`config.mk`:
```
export PLATFORM = sky130hd
export DESIGN_NAME = elp_line_scan
export DESIGN_NICKNAME = d
export VERILOG_FILES = /design/src/hdl/elp_pkg.sv /design/src/hdl/elp_line_scan.sv /design/src/hdl/elp_line_buf.sv
export SDC_FILE = /design/constraint.sdc
export NUM_CORES = 2
export LEC_CHECK = 0
export ABC_AREA = 1
export BUFFER_PORTS_ARGS = -buffer_cell sky130_fd_sc_hd__buf_2
export CAP_MARGIN = 20
export CELL_PAD_IN_SITES_DETAIL_PLACEMENT = 0
export CELL_PAD_IN_SITES_GLOBAL_PLACEMENT = 1
export CORE_UTILIZATION = 50
export CTS_CLUSTER_DIAMETER = 120
export DETAILED_ROUTE_END_ITERATION = 10
export PLACE_DENSITY = 0.83
export SYNTH_ARGS = -nofsm -noshare
export SYNTH_HDL_FRONTEND = slang
export SYNTH_SLANG_ARGS = --single-unit
```
`constraint.sdc`:
```
create_clock -name core_clk -period 31.9 [get_ports core_clk]
set_input_delay 1.595 -clock core_clk [delete_from_list [all_inputs] [get_ports core_clk]]
set_output_delay 1.595 -clock core_clk [all_outputs]
set_load 0.03 [all_outputs]
```
`src/hdl/elp_pkg.sv`:
```
// shared constants and carriers for the panel line scan input
package elp_pkg;
    localparam int          DOTS_PER_ROW   = 640;
    localparam int          BUS_WIDTH      = 4;
    localparam int          BEATS_PER_ROW  = DOTS_PER_ROW / BUS_WIDTH;
    localparam int          ROWS_NORMAL    = 128;
    localparam int          ROWS_DUAL      = 64;
    localparam int          ROW_IDX_W      = 7;
    localparam int          BEAT_IDX_W     = 8;
    localparam int          BUF_DEPTH      = 2;
    localparam logic [6:0]  ROW_LAST_NORM  = 7'h7f;
    localparam logic [6:0]  ROW_LAST_DUAL  = 7'h3f;
    localparam logic [6:0]  ROW_RESET      = 7'h00;
    localparam logic [7:0]  BEAT_RESET     = 8'h00;
    localparam logic [7:0]  BEAT_LAST      = 8'h9f;

    // one latched line travelling to the panel drivers
    typedef struct packed {
        logic [DOTS_PER_ROW-1:0] dots;
        logic [ROW_IDX_W-1:0]    row;
        logic                    dual;
    } elp_line_t;
endpackage : elp_pkg

```
`src/hdl/elp_line_scan.sv`:
```
// line scan input of the 640-column el matrix panel
`timescale 1ns/100ps
module elp_line_scan (
    input  wire logic                              core_clk,
    input  wire logic                              resetn,
    input  wire logic                              pixel_shift_clock,
    input  wire logic [elp_pkg::BUS_WIDTH-1:0]     pixel_data_bus,
    input  wire logic                              line_latch_pulse,
    input  wire logic                              frame_start,
    input  wire logic                              display_enable,
    input  wire logic                              line_select,
    output logic [elp_pkg::DOTS_PER_ROW-1:0]       col_drive,
    output logic [elp_pkg::ROW_IDX_W-1:0]          row_drive,
    output logic                                   row_pair,
    output logic                                   panel_on,
    output logic                                   line_strobe,
    input  wire logic                              line_ready,
    output logic                                   overrun
);
    logic [1:0]                           clk_s_q;
    logic [1:0]                           lat_s_q;
    logic [1:0]                           frm_s_q;
    logic [1:0]                           en_s_q;
    logic [1:0]                           sel_s_q;
    logic [elp_pkg::BUS_WIDTH-1:0]        dat_s1_q;
    logic [elp_pkg::BUS_WIDTH-1:0]        dat_s2_q;
    logic                                 clk_prev_q;
    logic                                 lat_prev_q;
    logic                                 shift_fall;
    logic                                 latch_fall;
    logic [elp_pkg::DOTS_PER_ROW-1:0]     shreg_q;
    logic [elp_pkg::BEAT_IDX_W-1:0]       beat_q;
    logic [elp_pkg::ROW_IDX_W-1:0]        row_q;
    logic                                 first_q;
    logic                                 dual_q;
    logic                                 buf_in_ready;
    logic                                 buf_out_valid;
    logic                                 buf_pop;
    elp_pkg::elp_line_t                   buf_in;
    elp_pkg::elp_line_t                   buf_out;
    logic [elp_pkg::ROW_IDX_W-1:0]        row_last;

    // two-stage synchronisers; first stages read only by second
    always_ff @(posedge core_clk or negedge resetn) begin
        if (!resetn) begin
            clk_s_q  <= 2'h0;
            lat_s_q  <= 2'h0;
            frm_s_q  <= 2'h0;
            en_s_q   <= 2'h0;
            sel_s_q  <= 2'h0;
        end else begin
            clk_s_q  <= {clk_s_q[0], pixel_shift_clock};
            lat_s_q  <= {lat_s_q[0], line_latch_pulse};
            frm_s_q  <= {frm_s_q[0], frame_start};
            en_s_q   <= {en_s_q[0], display_enable};
            sel_s_q  <= {sel_s_q[0], line_select};
        end
    end

    // bus only sampled while it stands still, so no gray code needed
    always_ff @(posedge core_clk or negedge resetn) begin
        if (!resetn) begin
            dat_s1_q <= 4'h0;
            dat_s2_q <= 4'h0;
        end else begin
            dat_s1_q <= pixel_data_bus;
            dat_s2_q <= dat_s1_q;
        end
    end

    // clock and data pass the same two stages so setup time is kept after sync
    always_ff @(posedge core_clk or negedge resetn) begin
        if (!resetn) begin
            clk_prev_q <= 1'b0;
        end else begin
            clk_prev_q <= clk_s_q[1];
        end
    end

    // latch edge detector; idle low like its reset value, no false edge
    always_ff @(posedge core_clk or negedge resetn) begin
        if (!resetn) begin
            lat_prev_q <= 1'b0;
        end else begin
            lat_prev_q <= lat_s_q[1];
        end
    end

    assign shift_fall = clk_prev_q && !clk_s_q[1];
    assign latch_fall = lat_prev_q && !lat_s_q[1];

    // first beat ends up at the left column
    always_ff @(posedge core_clk or negedge resetn) begin
        if (!resetn) begin
            shreg_q <= '0;
            beat_q  <= elp_pkg::BEAT_RESET;
        end else if (shift_fall) begin
            shreg_q <= {shreg_q[elp_pkg::DOTS_PER_ROW-elp_pkg::BUS_WIDTH-1:0], dat_s2_q};
            beat_q  <= (beat_q == elp_pkg::BEAT_LAST) ? elp_pkg::BEAT_RESET : beat_q + 8'h01;
        end else if (latch_fall) begin
            beat_q  <= elp_pkg::BEAT_RESET;
        end
    end

    // mode only follows the pin while the panel is off
    // gate is one stage behind the sync so a select held through reset is caught
    always_ff @(posedge core_clk or negedge resetn) begin
        if (!resetn) begin
            dual_q <= 1'b0;
        end else if (!panel_on) begin
            dual_q <= sel_s_q[1];
        end
    end

    assign row_last = dual_q ? elp_pkg::ROW_LAST_DUAL : elp_pkg::ROW_LAST_NORM;

    // frame start sampled at the latch edge restarts the scan
    always_ff @(posedge core_clk or negedge resetn) begin
        if (!resetn) begin
            row_q <= elp_pkg::ROW_RESET;
        end else if (latch_fall) begin
            if (frm_s_q[1]) begin
                row_q <= elp_pkg::ROW_RESET;
            end else if (first_q || row_q == row_last) begin
                row_q <= elp_pkg::ROW_RESET;
            end else begin
                row_q <= row_q + 7'h01;
            end
        end
    end

    // nothing latched since reset: the next line lands on the top row
    always_ff @(posedge core_clk or negedge resetn) begin
        if (!resetn) begin
            first_q <= 1'b1;
        end else if (latch_fall) begin
            first_q <= 1'b0;
        end
    end

    // row index used for this latch; frame start forces the top line
    always_comb begin
        buf_in.dots = shreg_q;
        buf_in.dual = dual_q;
        if (frm_s_q[1] || first_q || row_q == row_last) begin
            buf_in.row = elp_pkg::ROW_RESET;
        end else begin
            buf_in.row = row_q + 7'h01;
        end
    end

    // a line latched while both entries are full is dropped and flagged
    elp_line_buf u_buf (
        .core_clk  (core_clk),
        .resetn    (resetn),
        .in_valid  (latch_fall),
        .in_ready  (buf_in_ready),
        .in_data   (buf_in),
        .out_valid (buf_out_valid),
        .out_ready (line_ready),
        .out_data  (buf_out)
    );


    assign buf_pop = buf_out_valid && line_ready;

    // one-cycle pulses: line delivered, line dropped
    always_ff @(posedge core_clk or negedge resetn) begin
        if (!resetn) begin
            line_strobe <= 1'b0;
            overrun     <= 1'b0;
        end else begin
            line_strobe <= buf_pop;
            overrun     <= latch_fall && !buf_in_ready;
        end
    end

    // column latches hold until the next delivered line
    always_ff @(posedge core_clk or negedge resetn) begin
        if (!resetn) begin
            col_drive <= '0;
        end else if (buf_pop) begin
            col_drive <= buf_out.dots;
        end
    end

    // row select and pair flag travel with the columns
    always_ff @(posedge core_clk or negedge resetn) begin
        if (!resetn) begin
            row_drive <= elp_pkg::ROW_RESET;
            row_pair  <= 1'b0;
        end else if (buf_pop) begin
            row_drive <= buf_out.row;
            row_pair  <= buf_out.dual;
        end
    end

    // columns keep updating while dark; the consumer gates on panel_on

    always_ff @(posedge core_clk or negedge resetn) begin
        if (!resetn) begin
            panel_on <= 1'b0;
        end else begin
            panel_on <= en_s_q[1];
        end
    end
endmodule : elp_line_scan

```
`src/hdl/elp_line_buf.sv`:
```
// two-entry valid/ready buffer for latched lines
`timescale 1ns/100ps
module elp_line_buf (
    input  wire logic              core_clk,
    input  wire logic              resetn,
    input  wire logic              in_valid,
    output logic                   in_ready,
    input  wire elp_pkg::elp_line_t in_data,
    output logic                   out_valid,
    input  wire logic              out_ready,
    output elp_pkg::elp_line_t     out_data
);
    elp_pkg::elp_line_t mem_q [elp_pkg::BUF_DEPTH];
    logic               wr_q;
    logic               rd_q;
    logic [1:0]         cnt_q;
    logic               push;
    logic               pop;

    assign push      = in_valid && (cnt_q != 2'(elp_pkg::BUF_DEPTH));
    assign pop       = out_valid && out_ready;
    assign in_ready  = (cnt_q != 2'(elp_pkg::BUF_DEPTH));
    assign out_valid = (cnt_q != 2'h0);
    assign out_data  = mem_q[rd_q];

    always_ff @(posedge core_clk or negedge resetn) begin
        if (!resetn) begin
            wr_q  <= 1'b0;
            rd_q  <= 1'b0;
            cnt_q <= 2'h0;
        end else begin
            if (push) begin
                wr_q <= ~wr_q;
            end
            if (pop) begin
                rd_q <= ~rd_q;
            end
            cnt_q <= cnt_q + 2'(push) - 2'(pop);
        end
    end

    // storage needs no reset; valid gates it
    always_ff @(posedge core_clk) begin
        if (push) begin
            mem_q[wr_q] <= in_data;
        end
    end
endmodule : elp_line_buf

```
==> impl_metrics.yaml <==
critical_path:
  r2r_cells: 8
  cp-start-kind: "flop"
  reg2reg_to: "u_buf.mem_q[1][262]$_DFFE_PP_"
  criticalPathCategory: "flop to flop"
  required_ns: 32.39
  cp-end-kind: "flop"
  arrival_ns: 6.12
  critPathMaxFanout: 73
  reg2reg_slack_ns: 26.27
  startpoint: "lat_s_q[1]$_DFF_PN0_"
  crit-reg2reg-launch: "lat_s_q[1]$_DFF_PN0_"
clock_network:
  clk_latency_ns: 0.92
  ctsResizeCount: 0
  holdBufCountCts: 0
  cts_root_buf: "clkbuf_16"
  h-tree-depth: 5
  cts_tree: "done"
  cts_buffer_depth: 4
  cts_buffers: 276
  cts_setup_buffers: 0
  numClockSinks: 2620
  clk_pin_slew_ns: 0.06
grt:
  grt_first_pass_wirelength_um: 306700
  grt_pass1_vias: 51640
  gr-total-overflow: 0
  grtUsageTotal: 0.2120
  grt_antenna_before_repair: 0
  grt_start_max_net_pins: 212
placed_design:
  portBuffers: 662
  gp_congestion: 0.8022
  hpwl_um: 116700
  dpl_cell_area_um2: 98130
  dp_slack_ns: 25.70
drt:
  avgRoutedWirePerCell_um: 20.64
  wirelength_um: 198700
  dr.pass1.iters: 7
  dr_total_vias: 51240
  via_per_inst: 5.325
  route.detailed.drc: 0
  drt_iter0_drc: 3459
  ant_nets: 0
timing:
  final.setup.tns_ns: 0
  rsz0062_at_grt: "no"
  setup_viol: 0
  hold_ws_ns: 0.3381
  max_freq_ghz: 0.1776
  maxSlewHeadroom: 0.1812
  worst_slew_pin_slew_ns: 1.228
  min_period_ns: 5.629
  layout_setup_ws_ns: 26.27
  finalHoldViolCount: 0
  period_share: 0.1765
  skew_ns: 0.06779
  slew_viol_final: 0
synthesis:
  netlist_area_um2: 92930
  avgSynthCellArea_um2: 14.73
  yosysWarnings: 0
  ys_seq_area_frac: 0.7753
  yosysUniqueCellTypes: 27
  ys_ff_latch: 2620
  synth_nets: 6322
  netlist_instances: 6307
layout:
  drive_above_1_share: 0.2252
  final_cell_area_um2: 107000
  regArea_um2: 72050
  multiInputGateArea_um2: 18930
  fin_util: 0.5818
  syn_to_final_growth_pct: 15.11
  fin_nets: 6973
  fillers: 13940
hold_path:
  hold_path_depth: 0
  hp-start: "en_s_q[0]$_DFF_PN0_"
  hold_end: "en_s_q[1]$_DFF_PN0_"
  hold_path_class: "flop to flop"
floorplan:
  start_util: 0.5054
  io_pins: 663
  core_area_um2: 183900
  die_area_um2: 187600
  die_x_um: 433.1
  chipHeight_um: 433.1
  placementRows: 157
outcome:
  outcome: "finished clean"
flow_run:
  maxCapViolCount: 0
pwr:
  p_per_area_nw_per_um2: 99.07
  peakVddDrop_v: 0.00007091
  p_leak_nw: 44.69
synth_stat cells (all sizes together):
| cell | n | share of area |
|---|---|---|
| buf | 297 | 0.018 |
| dfrtp | 1323 | 0.36 |
| clkbuf | 61 | 0.0025 |
| nor3 | 3 | 0.00016 |
| o21bai | 1 | 0.000081 |
| xnor2 | 1 | 0.000094 |
| inv | 23 | 0.00093 |
| a31oi | 648 | 0.044 |
| a21oi | 4 | 0.00026 |
| nor2 | 665 | 0.027 |
| xor2 | 3 | 0.00028 |
| edfxtp | 1296 | 0.42 |
| nand4 | 2 | 0.00013 |
| o21ai | 4 | 0.00026 |
| dfstp | 1 | 0.00028 |
| mux2 | 638 | 0.077 |
| ha | 3 | 0.00040 |
| nand3 | 10 | 0.00054 |
| nand2 | 1324 | 0.053 |
placed cells by master, fill, tap and decap left out, drive strengths merged:
cell / synthesis / layout
clkbuf: 61 / 382
a31oi: 648 / 648
ha: 3 / 3
nor3: 3 / 3
mux2: 638 / 638
diode: 0 / 1
nand2: 1324 / 1324
edfxtp: 1296 / 1296
a21oi: 4 / 4
o21ai: 4 / 4
bufinv: 0 / 19
xnor2: 1 / 1
buf: 297 / 731
o21bai: 1 / 1
clkinvlp: 0 / 4
nand4: 2 / 2
xor2: 3 / 3
dfstp: 1 / 1
nor2: 665 / 665
dfrtp: 1323 / 1323
inv: 23 / 27
nand3: 10 / 10
clkinv: 0 / 69
routing by layer:
metal | track usage | routed length (µm) | vias to the layer above
met5 | 0 | 0 | -
met4 | 0.1063 | 10010 | 0
met3 | 0.04812 | 11430 | 379
met2 | 0.3431 | 97640 | 1209
met1 | 0.2700 | 79580 | 26080
li1 | - | - | 23570
through the flow:
stage	std cells	total power, mW
after floorplan	6307	6.717
after global placement	9139	7.522
after detailed placement	9140	7.585
after CTS	9618	10.70
after global routing	9622	11.07
final	9623	10.60
state kept, by name (all words and copies together) (netlist names), 4 cells and up:
signal	flops
u_buf.mem_q	1296
dat_s1_q	4
row_q	7
row_drive	7
shreg_q	640
dat_s2_q	4
col_drive	640
worst max-delay path, stage by stage (launching register included):
cell	delay, ns
dfrtp_1	0.39
nor2_2	0.35
o21ai_0	0.37
nor2_4	0.35
buf_12	0.27
buf_4	0.83
buf_4	0.80
buf_4	0.89
buf_4	0.75
cell families (layout without fill, tap and decap cells):
logic type | after synthesis | after routing | synth area share
flops | 2620 | 2620 | 0.7753
simple gates | 2004 | 2004 | 0.08120
compound gates | 657 | 657 | 0.04422
mux | 638 | 638 | 0.07731
buf+inv | 381 | 1232 | 0.02114
xor+xnor | 4 | 4 | 0.0003771
fa+ha+maj | 3 | 3 | 0.0004040
other cells | 0 | 1 | 0
how the worst max path moves through the flow:
stage | endpoint | slack, ns
floorplan | u_buf.mem_q[1][0]$_DFFE_PP_ | 2.55
global placement | col_drive[390]$_DFFE_PN0P_ | 25.75
detailed placement | col_drive[403]$_DFFE_PN0P_ | 25.70
CTS | u_buf.mem_q[1][237]$_DFFE_PP_ | 25.69
global route | u_buf.mem_q[1][237]$_DFFE_PP_ | 25.98
finish | u_buf.mem_q[1][262]$_DFFE_PP_ | 26.27
power by group:
part	leakage, nW	switching (mW)	internal [mW]	total (mW)
registers	28.9	0.407	4.24	4.65
clock network	4.29	1.25	1.85	3.10
logic	11.5	2.15	0.705	2.86
total	44.7	3.80	6.79	10.6
layout make-up:
cell class,instances,area share
Clock inverter,96,0.009041
Multi-Input combinational cell,3306,0.1770
Clock buffer,382,0.07259
Antenna cell,1,0.00002339
Timing Repair Buffer,731,0.03799
Tap cell,2464,0.02882
Sequential cell,2620,0.6736
Inverter,23,0.0009474
Note: power is estimated with default switching activity, not from simulation.
